==> src/core/epm_pkg.sv <==
package epm_pkg;

    localparam int unsigned EPM_AW = 18;
    localparam int unsigned EPM_DW = 32;

    // printed offsets are indices, byte address is four times the index
    localparam logic [15:0] EPM_IDX_VALUE = 16'hF220;
    localparam logic [15:0] EPM_IDX_DIR   = 16'hF221;
    localparam logic [15:0] EPM_IDX_CON_L = 16'hF222;
    localparam logic [15:0] EPM_IDX_CON_H = 16'hF223;
    localparam logic [15:0] EPM_IDX_FN_L  = 16'hF224;
    localparam logic [15:0] EPM_IDX_FN_H  = 16'hF225;

    localparam logic [7:0] EPM_RST_REG = 8'h00;

    // pin condition codes {high bit, low bit}
    localparam logic [1:0] EPM_CON_HIZ  = 2'h0;
    localparam logic [1:0] EPM_CON_PCH  = 2'h1;
    localparam logic [1:0] EPM_CON_NCH  = 2'h2;
    localparam logic [1:0] EPM_CON_CMOS = 2'h3;

    // function select codes {high bit, low bit}
    localparam logic [1:0] EPM_FN_GPIO = 2'h0;
    localparam logic [1:0] EPM_FN_ONE  = 2'h1;
    localparam logic [1:0] EPM_FN_TWO  = 2'h2;
    localparam logic [1:0] EPM_FN_SIX  = 2'h3;

    localparam logic [2:0] EPM_PIN_SDA  = 3'h0;
    localparam logic [2:0] EPM_PIN_SCL  = 3'h1;
    localparam logic [2:0] EPM_PIN_RX   = 3'h2;
    localparam logic [2:0] EPM_PIN_TX   = 3'h3;
    localparam logic [2:0] EPM_PIN_DIN  = 3'h4;
    localparam logic [2:0] EPM_PIN_CLK  = 3'h5;
    localparam logic [2:0] EPM_PIN_DOUT = 3'h6;
    localparam logic [2:0] EPM_PIN_PWM  = 3'h7;

    // levels handed to the peripherals while their pin is not selected
    localparam logic EPM_IDLE_RX  = 1'b1;
    localparam logic EPM_IDLE_I2C = 1'b1;
    localparam logic EPM_IDLE_SSP = 1'b0;

    typedef struct packed {
        logic pwm_a;
        logic pwm_b;
        logic uart_a_tx;
        logic uart_b_tx;
        logic ssp_dout;
        logic ssp_clk_out;
        logic ssp_clk_oe;
        logic scl_low;
        logic sda_low;
    } epm_periph_in_s;

    typedef struct packed {
        logic uart_a_rx;
        logic ssp_din;
        logic ssp_clk_in;
        logic scl_in;
        logic sda_in;
    } epm_periph_out_s;

    typedef struct packed {
        logic bad;
        logic forced;
        logic od;
        logic inp;
        logic per;
        logic en;
        logic val;
    } epm_pin_ctl_s;

endpackage

==> src/core/epm_port.sv <==
// The APB register port was decided locally.
`timescale 1ns/100ps

// Overview of operation
// - output mode: condition 00 float, 01 P-channel OD, 10 N-channel OD, 11 CMOS
// - input mode: condition 00 float, 01 pull-down, 10 pull-up, 11 float
// - direction bit 0 selects output meanings, 1 selects input meanings
// - reset clears condition and function registers: GPIO, high-impedance output
// - GPIO output pin drives the data register bit through the chosen drive type
// - reading data register returns sampled pin level for input pins
// - pin 7 function: 00 GPIO, 10 second PWM; 01 and 11 prohibited
// - pin 6 function: 00 GPIO, 10 serial data out; others prohibited
// - pin 5 function: 00 GPIO, 10 serial clock out; others prohibited
// - pin 4 function: 00 GPIO, 10 serial data in; others prohibited
// - pin 3 function: 00 GPIO, 01 UART A tx, 10 first PWM, 11 UART B tx
// - pin 2 function: 00 GPIO, 01 UART A rx, 10 serial data out; 11 prohibited
// - pin 1 function: 00 GPIO, 01 I2C clock, 10 serial clock in/out; 11 prohibited
// - pin 0 function: 00 GPIO, 01 I2C data, 10 serial data in; 11 prohibited
// - prohibited code on output pin ignores data: float or held low by drive type
// - serial or UART output function forces CMOS push-pull drive
// - function code is high register bit over low register bit at the pin position
// - condition and function pairs accept 8 and 16 bit access, all bits read/write
// - data register is 8-bit read/write, reads written value in output mode
module epm_port
    import epm_pkg::*;
(
    input  wire logic               core_clk,
    input  wire logic               rst,
    input  wire logic               psel,
    input  wire logic               penable,
    input  wire logic               pwrite,
    input  wire logic [EPM_AW-1:0]  paddr,
    input  wire logic [EPM_DW-1:0]  pwdata,
    input  wire logic [3:0]         pstrb,
    output logic                    pready,
    output logic [EPM_DW-1:0]       prdata,
    output logic                    pslverr,
    input  wire logic [7:0]         pin_in,
    output logic [7:0]              pin_out,
    output logic [7:0]              pin_oe,
    output logic [7:0]              pin_pull_up,
    output logic [7:0]              pin_pull_down,
    input  wire epm_periph_in_s     periph_in,
    output epm_periph_out_s         periph_out
);

    logic [7:0]          value_r;
    logic [7:0]          dir_r;
    logic [7:0]          con_l_r;
    logic [7:0]          con_h_r;
    logic [7:0]          fn_l_r;
    logic [7:0]          fn_h_r;
    logic [7:0]          meta_r;
    logic [7:0]          sync_r;
    logic                pready_r;
    logic [EPM_DW-1:0]   prdata_r;
    logic                pslverr_r;
    logic [7:0]          out_r;
    logic [7:0]          oe_r;
    logic [7:0]          pu_r;
    logic [7:0]          pd_r;
    epm_periph_out_s     per_out_r;
    logic                wr_go;
    logic                rd_go;
    logic [EPM_DW-1:0]   rd_nxt;
    logic                hit_nxt;

    function automatic logic at_idx(input logic [EPM_AW-1:0] a, input logic [15:0] idx);
        at_idx = (a[1:0] == 2'h0) && (a[EPM_AW-1:2] == idx);
    endfunction

    // function code of one pin, high register bit over low
    function automatic logic [1:0] fn_at(input logic [2:0] idx);
        fn_at = {fn_h_r[idx], fn_l_r[idx]};
    endfunction

    // per-pin decode of the function code into drive control
    function automatic epm_pin_ctl_s pin_ctl(
        input logic [2:0]     idx,
        input logic [1:0]     fn,
        input epm_periph_in_s p
    );
        epm_pin_ctl_s c;
        c = '0;
        if (fn != EPM_FN_GPIO) begin
            c.bad = 1'b1;
        end
        case (idx)
            EPM_PIN_PWM: begin
                if (fn == EPM_FN_TWO) begin
                    c = '{bad: 1'b0, forced: 1'b0, od: 1'b0, inp: 1'b0,
                          per: 1'b1, en: 1'b1, val: p.pwm_b};
                end
            end
            EPM_PIN_DOUT: begin
                if (fn == EPM_FN_TWO) begin
                    c = '{bad: 1'b0, forced: 1'b1, od: 1'b0, inp: 1'b0,
                          per: 1'b1, en: 1'b1, val: p.ssp_dout};
                end
            end
            EPM_PIN_CLK: begin
                if (fn == EPM_FN_TWO) begin
                    c = '{bad: 1'b0, forced: 1'b1, od: 1'b0, inp: 1'b0,
                          per: 1'b1, en: 1'b1, val: p.ssp_clk_out};
                end
            end
            EPM_PIN_DIN: begin
                if (fn == EPM_FN_TWO) begin
                    c = '{bad: 1'b0, forced: 1'b0, od: 1'b0, inp: 1'b1,
                          per: 1'b0, en: 1'b0, val: 1'b0};
                end
            end
            EPM_PIN_TX: begin
                c.bad = 1'b0;
                c.per = (fn != EPM_FN_GPIO);
                c.en  = 1'b1;
                c.forced = (fn == EPM_FN_ONE) || (fn == EPM_FN_SIX);
                if (fn == EPM_FN_ONE) begin
                    c.val = p.uart_a_tx;
                end else if (fn == EPM_FN_TWO) begin
                    c.val = p.pwm_a;
                end else begin
                    c.val = p.uart_b_tx;
                end
            end
            EPM_PIN_RX: begin
                if (fn == EPM_FN_ONE) begin
                    c = '{bad: 1'b0, forced: 1'b0, od: 1'b0, inp: 1'b1,
                          per: 1'b0, en: 1'b0, val: 1'b0};
                end else if (fn == EPM_FN_TWO) begin
                    c = '{bad: 1'b0, forced: 1'b1, od: 1'b0, inp: 1'b0,
                          per: 1'b1, en: 1'b1, val: p.ssp_dout};
                end
            end
            EPM_PIN_SCL: begin
                if (fn == EPM_FN_ONE) begin
                    c = '{bad: 1'b0, forced: 1'b0, od: 1'b1, inp: 1'b0,
                          per: 1'b1, en: 1'b1, val: p.scl_low};
                end else if (fn == EPM_FN_TWO) begin
                    c = '{bad: 1'b0, forced: 1'b1, od: 1'b0, inp: 1'b0,
                          per: 1'b1, en: p.ssp_clk_oe, val: p.ssp_clk_out};
                end
            end
            EPM_PIN_SDA: begin
                if (fn == EPM_FN_ONE) begin
                    c = '{bad: 1'b0, forced: 1'b0, od: 1'b1, inp: 1'b0,
                          per: 1'b1, en: 1'b1, val: p.sda_low};
                end else if (fn == EPM_FN_TWO) begin
                    c = '{bad: 1'b0, forced: 1'b0, od: 1'b0, inp: 1'b1,
                          per: 1'b0, en: 1'b0, val: 1'b0};
                end
            end
            default: begin
                c.bad = 1'b1;
            end
        endcase
        pin_ctl = c;
    endfunction

    // output drive by condition code, returns {oe, out}
    // P-channel only ever drives high, N-channel only ever drives low
    function automatic logic [1:0] drive(input logic [1:0] con, input logic v);
        case (con)
            EPM_CON_HIZ:  drive = 2'h0;
            EPM_CON_PCH:  drive = {v, 1'b1};
            EPM_CON_NCH:  drive = {~v, 1'b0};
            EPM_CON_CMOS: drive = {1'b1, v};
            default:      drive = 2'h0;
        endcase
    endfunction

    // pins are asynchronous to core_clk
    always_ff @(posedge core_clk) begin
        if (rst) begin
            meta_r <= 8'h00;
            sync_r <= 8'h00;
        end else begin
            meta_r <= pin_in;
            sync_r <= meta_r;
        end
    end

    // one wait state keeps every bus output on a flop
    assign rd_go = psel && penable && !pready_r;
    assign wr_go = psel && penable && pready_r && pwrite;

    always_comb begin
        rd_nxt  = '0;
        hit_nxt = 1'b1;
        if (at_idx(paddr, EPM_IDX_VALUE)) begin
            rd_nxt[7:0] = (dir_r & sync_r) | (~dir_r & value_r);
        end else if (at_idx(paddr, EPM_IDX_DIR)) begin
            rd_nxt[7:0] = dir_r;
        end else if (at_idx(paddr, EPM_IDX_CON_L)) begin
            rd_nxt[15:0] = {con_h_r, con_l_r};
        end else if (at_idx(paddr, EPM_IDX_CON_H)) begin
            rd_nxt[7:0] = con_h_r;
        end else if (at_idx(paddr, EPM_IDX_FN_L)) begin
            rd_nxt[15:0] = {fn_h_r, fn_l_r};
        end else if (at_idx(paddr, EPM_IDX_FN_H)) begin
            rd_nxt[7:0] = fn_h_r;
        end else begin
            hit_nxt = 1'b0;
        end
    end

    always_ff @(posedge core_clk) begin
        if (rst) begin
            pready_r <= 1'b0;
        end else begin
            pready_r <= rd_go;
        end
    end

    // unmapped or misaligned access answers with an error, never hangs
    always_ff @(posedge core_clk) begin
        if (rst) begin
            pslverr_r <= 1'b0;
        end else begin
            pslverr_r <= rd_go && !hit_nxt;
        end
    end

    // read data stands only beside its answer, zero otherwise
    always_ff @(posedge core_clk) begin
        if (rst) begin
            prdata_r <= '0;
        end else if (rd_go && !pwrite) begin
            prdata_r <= rd_nxt;
        end else begin
            prdata_r <= '0;
        end
    end

    always_ff @(posedge core_clk) begin
        if (rst) begin
            value_r <= EPM_RST_REG;
            dir_r   <= EPM_RST_REG;
        end else if (wr_go && pstrb[0]) begin
            if (at_idx(paddr, EPM_IDX_VALUE)) begin
                value_r <= pwdata[7:0];
            end
            if (at_idx(paddr, EPM_IDX_DIR)) begin
                dir_r <= pwdata[7:0];
            end
        end
    end

    // the low index of each pair also takes the high byte on lane 1
    always_ff @(posedge core_clk) begin
        if (rst) begin
            con_l_r <= EPM_RST_REG;
            con_h_r <= EPM_RST_REG;
        end else if (wr_go) begin
            if (at_idx(paddr, EPM_IDX_CON_L) && pstrb[0]) begin
                con_l_r <= pwdata[7:0];
            end
            if (at_idx(paddr, EPM_IDX_CON_L) && pstrb[1]) begin
                con_h_r <= pwdata[15:8];
            end else if (at_idx(paddr, EPM_IDX_CON_H) && pstrb[0]) begin
                con_h_r <= pwdata[7:0];
            end
        end
    end

    always_ff @(posedge core_clk) begin
        if (rst) begin
            fn_l_r <= EPM_RST_REG;
            fn_h_r <= EPM_RST_REG;
        end else if (wr_go) begin
            if (at_idx(paddr, EPM_IDX_FN_L) && pstrb[0]) begin
                fn_l_r <= pwdata[7:0];
            end
            if (at_idx(paddr, EPM_IDX_FN_L) && pstrb[1]) begin
                fn_h_r <= pwdata[15:8];
            end else if (at_idx(paddr, EPM_IDX_FN_H) && pstrb[0]) begin
                fn_h_r <= pwdata[7:0];
            end
        end
    end

    genvar gi;
    generate
        for (gi = 0; gi < 8; gi++) begin : g_pin
            epm_pin_ctl_s c;
            logic [1:0]   con;
            logic [1:0]   dv;
            logic         v;

            assign c   = pin_ctl(3'(gi), {fn_h_r[gi], fn_l_r[gi]}, periph_in);
            assign con = {con_h_r[gi], con_l_r[gi]};
            // prohibited code behaves as data 0: float or low per drive type
            assign v   = c.bad ? 1'b0 : (c.per ? c.val : value_r[gi]);
            assign dv  = drive(con, v);

            // peripheral forcing outranks both direction and condition bits
            always_ff @(posedge core_clk) begin
                if (rst) begin
                    out_r[gi] <= 1'b0;
                    oe_r[gi]  <= 1'b0;
                    pu_r[gi]  <= 1'b0;
                    pd_r[gi]  <= 1'b0;
                end else if (c.forced) begin
                    out_r[gi] <= c.val;
                    oe_r[gi]  <= c.en;
                    pu_r[gi]  <= 1'b0;
                    pd_r[gi]  <= 1'b0;
                end else if (c.od) begin
                    out_r[gi] <= 1'b0;
                    oe_r[gi]  <= c.val;
                    pu_r[gi]  <= 1'b0;
                    pd_r[gi]  <= 1'b0;
                end else if (c.inp || dir_r[gi]) begin
                    out_r[gi] <= 1'b0;
                    oe_r[gi]  <= 1'b0;
                    pu_r[gi]  <= (con == EPM_CON_NCH);
                    pd_r[gi]  <= (con == EPM_CON_PCH);
                end else begin
                    out_r[gi] <= dv[0];
                    oe_r[gi]  <= dv[1];
                    pu_r[gi]  <= 1'b0;
                    pd_r[gi]  <= 1'b0;
                end
            end
        end
    endgenerate

    // inputs handed to the peripherals only while their function is selected
    always_ff @(posedge core_clk) begin
        if (rst) begin
            per_out_r <= '{uart_a_rx: EPM_IDLE_RX, ssp_din: EPM_IDLE_SSP, ssp_clk_in: EPM_IDLE_SSP,
                           scl_in: EPM_IDLE_I2C, sda_in: EPM_IDLE_I2C};
        end else begin
            if (fn_at(EPM_PIN_RX) == EPM_FN_ONE) begin
                per_out_r.uart_a_rx <= sync_r[EPM_PIN_RX];
            end else begin
                per_out_r.uart_a_rx <= EPM_IDLE_RX;
            end
            if (fn_at(EPM_PIN_SDA) == EPM_FN_TWO) begin
                per_out_r.ssp_din <= sync_r[EPM_PIN_SDA];
            end else if (fn_at(EPM_PIN_DIN) == EPM_FN_TWO) begin
                per_out_r.ssp_din <= sync_r[EPM_PIN_DIN];
            end else begin
                per_out_r.ssp_din <= EPM_IDLE_SSP;
            end
            if (fn_at(EPM_PIN_SCL) == EPM_FN_TWO) begin
                per_out_r.ssp_clk_in <= sync_r[EPM_PIN_SCL];
            end else begin
                per_out_r.ssp_clk_in <= EPM_IDLE_SSP;
            end
            if (fn_at(EPM_PIN_SCL) == EPM_FN_ONE) begin
                per_out_r.scl_in <= sync_r[EPM_PIN_SCL];
            end else begin
                per_out_r.scl_in <= EPM_IDLE_I2C;
            end
            if (fn_at(EPM_PIN_SDA) == EPM_FN_ONE) begin
                per_out_r.sda_in <= sync_r[EPM_PIN_SDA];
            end else begin
                per_out_r.sda_in <= EPM_IDLE_I2C;
            end
        end
    end

    assign pready        = pready_r;
    assign prdata        = prdata_r;
    assign pslverr       = pslverr_r;
    assign pin_out       = out_r;
    assign pin_oe        = oe_r;
    assign pin_pull_up   = pu_r;
    assign pin_pull_down = pd_r;
    assign periph_out    = per_out_r;

endmodule

==> config.mk <==
export PLATFORM = sky130hd
export DESIGN_NAME = epm_port
export DESIGN_NICKNAME = d
export VERILOG_FILES = /design/src/core/epm_pkg.sv /design/src/core/epm_port.sv
export SDC_FILE = /design/constraint.sdc
export NUM_CORES = 1
export LEC_CHECK = 0
export ABC_AREA = 1
export BUFFER_PORTS_ARGS = -buffer_cell sky130_fd_sc_hd__buf_2
export CAP_MARGIN = 30
export CORE_ASPECT_RATIO = 2
export CORE_MARGIN = 2
export CORE_UTILIZATION = 25
export DETAILED_ROUTE_END_ITERATION = 7
export GPL_TIMING_DRIVEN = 0
export PLACE_DENSITY_LB_ADDON = 0.25
export SKIP_CTS_REPAIR_TIMING = 1
export SLEW_MARGIN = 10
export SYNTH_ARGS = -nofsm -noshare
export SYNTH_HDL_FRONTEND = slang
export SYNTH_SLANG_ARGS = --single-unit
export TNS_END_PERCENT = 20
==> constraint.sdc <==
create_clock -name core_clk -period 4.6 [get_ports core_clk]
set_input_delay 1.15 -clock core_clk [delete_from_list [all_inputs] [get_ports core_clk]]
set_output_delay 1.15 -clock core_clk [all_outputs]
set_load 0.1 [all_outputs]
==> summary.txt, run 1 <==
largest net degree at the start of global routing: 17
CORE AREA: 21400 sq um
Cell variety after synth: 30
Simple-Gate Fraction of Synth Area: 0.3029
PwrDens: 387.7 nW/um^2
initial antenna violation count: 1
wire per inst: 17.58 microns
Via density: 4.687
Setup crit end kind: flip-flop
Synth Area in Compound Gates: 0.1338
RSZ-0062 raised after global routing: false
critical path class: in2reg
Hold Fails Final Rpt: 0
cell mode on critical path: nand2_1
DRT Pass-1 Iters: 5
CTS tree: yes
hpwl dp: 15750 microns
Max Root-Sink Buffers: 2
Ports: 147
top_reg_cell synth: dfxtp_1
syn avg cell area: 7.045 sq um
leak pwr: 3.202 nW
min Tclk post-route: 3406 ps
Bufs and invs on worst path: 2
clk slew on worst S/H paths: 50 ps
commonest non-fill, non-tap cell in the layout: nand2_1
GPL Wtd Cong: 0.9438
cell area after synthesis: 5431 sq um
worst-path cell chain: clkbuf_1 > inv_1 > nand2_1 > nor2_1 > nand2_1 > a21oi_1
Die Span X: 108.2 microns
Synth top area share: 0.4386
register bit total from synthesis: 119
Adder-Cell Fraction of Synth Area: 0.009214
leading post-synthesis cells by cell area: dfxtp_1, nand2_1, nor2_1, inv_1, o21ai_0
first-pass GRT wire length: 30630 microns
most frequent cells in the layout: nand2_1, dfxtp_1, buf_2
Tot GR Track Use: 0.1870
Post-DRT Antenna Nets: 0
initial detailed-routing violation count: 422
ANT cells: 0
Initial Util: 0.2539
maxcap violations: 0
CP arrival: 3720 ps
EDFF count, synth: 0
Critical Path RT: 4910 ps
YS warnings: 0
slew margin rel.: 0.2839
CTS Buf Count: 17
status: complete, no violations
final WL: 21130 microns
Slowest-stage cell, CP: nor2_1
full die area: 22990 sq um
Fin Setup TNS: 0 ps
mux cell area share after synthesis: 0
Clock Root Buffer: clkbuf_16
Nets: 996
Fmax: 293.6 MHz
Max VDD drop: 0.2222 mV
Synth Area in XOR/XNOR: 0
worst-path fanout max: 9
ratio of cells with drive above 1 in the final layout: 0.2002
via count: 5634
placed insts: 1170
post-synthesis async set-or-reset flop share: 0
cells after synthesis: 771
Slew Viols, Final: 0
drt drc: 0
grt ovf: 0
main combinational cell family by area after synthesis: simple AND/OR/NAND/NOR gates
die height: 212.5 microns
sequential area share after synthesis: 0.4386
Yosys top cell by area: dfxtp_1
P&R area growth vs syn: 29.85%
Rows: 76
final core utilization: 0.3296
crit-path leading delay family: simple AND/OR/NAND/NOR gates
period utilization: 0.7405
worst-skew pair later-pin latency: 440 ps
max reg flops: 16
Max stage delay on crit path: 810 ps
startpoint types: primary input
Final Instance Count excl. Fillers: 1202
H-tree Lvls: 4
Hold Path Class: reg2reg
total power: 2.735 mW
# port buffers: 111
skew final: 10.94 ps
vias in the first global route: 5380
Sink Count: 119
final setup fails: 0
Least-Margin Pin Slew: 1070 ps
metal layers:
layer  GRT usage  vias to the layer above  share of wire
li1            -                     2763              -
met1      0.1819                     2567           0.36
met2      0.3416                      240           0.53
met3     0.04966                       62          0.067
met4      0.1176                        2          0.046
met5           0                        -        0.00052
tightest hold or removal path: stages (launching register included):
cell and delay [ps]:
dfxtp_1 290, inv_1 40, nor2_1 30
report_power, final:
part | switching [mW] | total (mW) | leakage [nW] | internal [mW]
clock | 0.481 | 1.51 | 0.324 | 1.03
sequential | 0.00254 | 1.04 | 0.962 | 1.04
combinational | 0.138 | 0.180 | 1.92 | 0.0422
synthesized netlist by cell type, types with 4 or more instances:
library cell	n
a211oi_1	10
a21oi_1	58
buf_2	5
buf_4	20
clkbuf_1	13
dfxtp_1	119
ha_1	4
inv_1	99
nand2_1	152
nand2_2	5
nand3_1	45
nand4_1	29
nor2_1	100
nor2_4	5
nor3_1	20
o21ai_0	61
cell families (layout without fill, tap and decap cells):
| logic type | Yosys count | after routing |
|---|---|---|
| compound gates | 137 | 137 |
| fa+ha+maj | 4 | 4 |
| buf+inv | 144 | 287 |
| flops | 119 | 119 |
| other cells | 1 | 16 |
| simple gates | 366 | 366 |
worst paths after layout:
| path | depth (start not counted) | slack [ps] | end | from |
|---|---|---|---|---|
| max | 6 | 1190 | prdata[14] | rst |
| min reg2reg | 2 | 390 | sync_r[2] | meta_r[2] |
| min | 2 | 390 | sync_r[2] | meta_r[2] |
| max reg2reg | 5 | 2110 | prdata[14] | pready |
final cells by class:
type | count | area [sq um]
Fill cell | 2368 | 14340
Multi-Input combinational cell | 523 | 2482
Sequential cell | 119 | 2382
Timing Repair Buffer | 111 | 555.5
Clock buffer | 25 | 505.5
Inverter | 103 | 387.9
Tap cell | 273 | 341.6
Buffer | 41 | 235.2
Clock inverter | 7 | 162.7
metrics by stage:
stage / cell area, sq um / hold slack (ps) / worst slack, ps
floorplan: 5488 / 388.3 / 2205
global placement: 6385 / 390.6 / 849.0
detailed placement: 6385 / 394.8 / 866.4
CTS: 7053 / 396.0 / 1330
global route: 7053 / 411.0 / 1243
finish: 7053 / 394.1 / 1194
Note: power is estimated with default switching activity, not from simulation.
==> run 2, diff against run 1 <==
==> constraint.sdc (replaced) <==
create_clock -name core_clk -period 3 [get_ports core_clk]
set_input_delay 0.75 -clock core_clk [delete_from_list [all_inputs] [get_ports core_clk]]
set_output_delay 0.75 -clock core_clk [all_outputs]
set_load 0.1 [all_outputs]
==> summary.txt, run 2 (synthesis gave the netlist of run 1 again) <==
DRT Pass-1 Iters: 5 (unchanged)
die height: 212.5 microns (unchanged)
Max VDD drop: 0.3366 mV (was 0.2222 mV)
GPL Wtd Cong: 0.9438 (unchanged)
critical path class: in2reg (unchanged)
startpoint types: primary input (unchanged)
area of the multi-input gates: 2482 sq um (unchanged)
Final Cell Area: 7053 sq um (unchanged)
via count: 5607 (was 5634)
RSZ-0062 raised after global routing: false (unchanged)
Hold WS: 393.7 ps (was 394.1 ps)
PwrDens: 593.7 nW/um^2 (was 387.7 nW/um^2)
Fin Setup TNS: 0 ps (unchanged)
CTS tree: yes (unchanged)
drt drc: 0 (unchanged)
R2R cell count: 5 (unchanged)
placed insts: 1170 (unchanged)
most frequent cells in the layout: nand2_1, dfxtp_1, buf_2 (unchanged)
CP arrival: 3290 ps (was 3720 ps)
hpwl dp: 15750 microns (unchanged)
Tot GR Track Use: 0.1871 (was 0.1870)
post-place setup slack: -333.6 ps (was 866.4 ps)
Die Span X: 108.2 microns (unchanged)
H-tree Lvls: 4 (unchanged)
Critical Path RT: 3310 ps (was 4910 ps)
# port buffers: 111 (unchanged)
worst-skew pair later-pin latency: 430 ps (was 440 ps)
min Tclk post-route: 2982 ps
worst-path cell chain: clkbuf_1 > inv_1 > nand2_1 > nor2_1 > nand2_1 > a21oi_1 (unchanged)
Max stage delay on crit path: 800 ps (was 810 ps)
clk slew on worst S/H paths: 50 ps (about the same)
ANT cells: 0 (unchanged)
commonest non-fill, non-tap cell in the layout: nand2_1 (unchanged)
worst-path fanout max: 9 (unchanged)
skew final: 8.115 ps (was 10.94 ps)
initial detailed-routing violation count: 389 (was 422)
slew margin rel.: 0.2983 (was 0.2839)
Post-DRT Antenna Nets: 0 (unchanged)
final WL: 21020 microns (was 21130 microns)
initial antenna violation count: 1 (unchanged)
wire per inst: 17.48 microns (was 17.58 microns)
CORE AREA: 21400 sq um (unchanged)
first-pass GRT wire length: 30640 microns (was 30630 microns)
vias in the first global route: 5347 (was 5380)
total power: 4.187 mW (was 2.735 mW)
final setup fails: 0 (unchanged)
largest net degree at the start of global routing: 17 (unchanged)
Hold Path Class: reg2reg (unchanged)
Initial Util: 0.2539 (unchanged)
CTS Buf Count: 17 (unchanged)
status: complete, no violations (unchanged)
DP Area: 6385 sq um (unchanged)
cell mode on critical path: nand2_1 (unchanged)
FF+latch area: 2382 sq um (unchanged)
Clock Root Buffer: clkbuf_16 (unchanged)
Least-Margin Pin Slew: 1049 ps (was 1070 ps)
Nets: 996 (unchanged)
Slowest-stage cell, CP: nor2_1 (unchanged)
Filler cells: 2368 (unchanged)
Hold Fails Final Rpt: 0 (unchanged)
Max Root-Sink Buffers: 2 (unchanged)
Slew Viols, Final: 0 (unchanged)
max reg flops: 16 (unchanged)
Ports: 147 (unchanged)
final core utilization: 0.3296 (unchanged)
Setup crit end kind: flip-flop (unchanged)
post-route setup slack: 18.00 ps (was 1194 ps)
full die area: 22990 sq um (unchanged)
Fmax: 335.3 MHz
hold path cells: 2 (unchanged)
period utilization: 0.9940
maxcap violations: 0 (unchanged)
Final Instance Count excl. Fillers: 1202 (unchanged)
Via density: 4.665 (was 4.687)
P&R area growth vs syn: 29.85% (unchanged)
ratio of cells with drive above 1 in the final layout: 0.2002 (unchanged)
grt ovf: 0 (unchanged)
Rows: 76 (unchanged)
Sink Count: 119 (unchanged)
leak pwr: 3.202 nW (unchanged)
-- run 2: where the power goes --
group / leakage [nW] / switching [mW] / internal (mW) / total [mW]
registers: 0.962 / 0.00389 / 1.59 / 1.60
logic: 1.92 / 0.211 / 0.0647 / 0.276
clock network: 0.324 / 0.733 / 1.58 / 2.31
-- run 2: area by class of cell --
cell class	count	share of cell area
Clock buffer	25	0.07167
Sequential cell	119	0.3378
Multi-Input combinational cell	523	0.3520
Tap cell	273	0.04843
Buffer	41	0.03335
Inverter	103	0.05499
Timing Repair Buffer	111	0.07877
Clock inverter	7	0.02306
-- run 2: routing by layer --
| metal | share of wire | global-route usage | up-vias |
|---|---|---|---|
| li1 | - | - | 2762 |
| met5 | 0.00052 | 0 | - |
| met3 | 0.071 | 0.05028 | 61 |
| met2 | 0.53 | 0.3442 | 258 |
| met4 | 0.045 | 0.1110 | 2 |
| met1 | 0.35 | 0.1823 | 2524 |
-- run 2: path summary, 6_finish.rpt --
| path | start | to | slack [ps] |
|---|---|---|---|
| setup reg to reg | pready | prdata[14] | 520 |
| hold reg to reg | meta_r[2] | sync_r[2] | 390 |
| setup / recovery | rst | prdata[14] | 20 |
| hold / removal | meta_r[2] | sync_r[2] | 390 |
-- run 2: critical path: cells and delay by family --
| kind | cells | cell delay (ps) |
|---|---|---|
| AND/OR/NAND/NOR | 3 | 1490 |
| AO/OA/AOI/OAI | 1 | 460 |
| buffers and inverters | 2 | 570 |
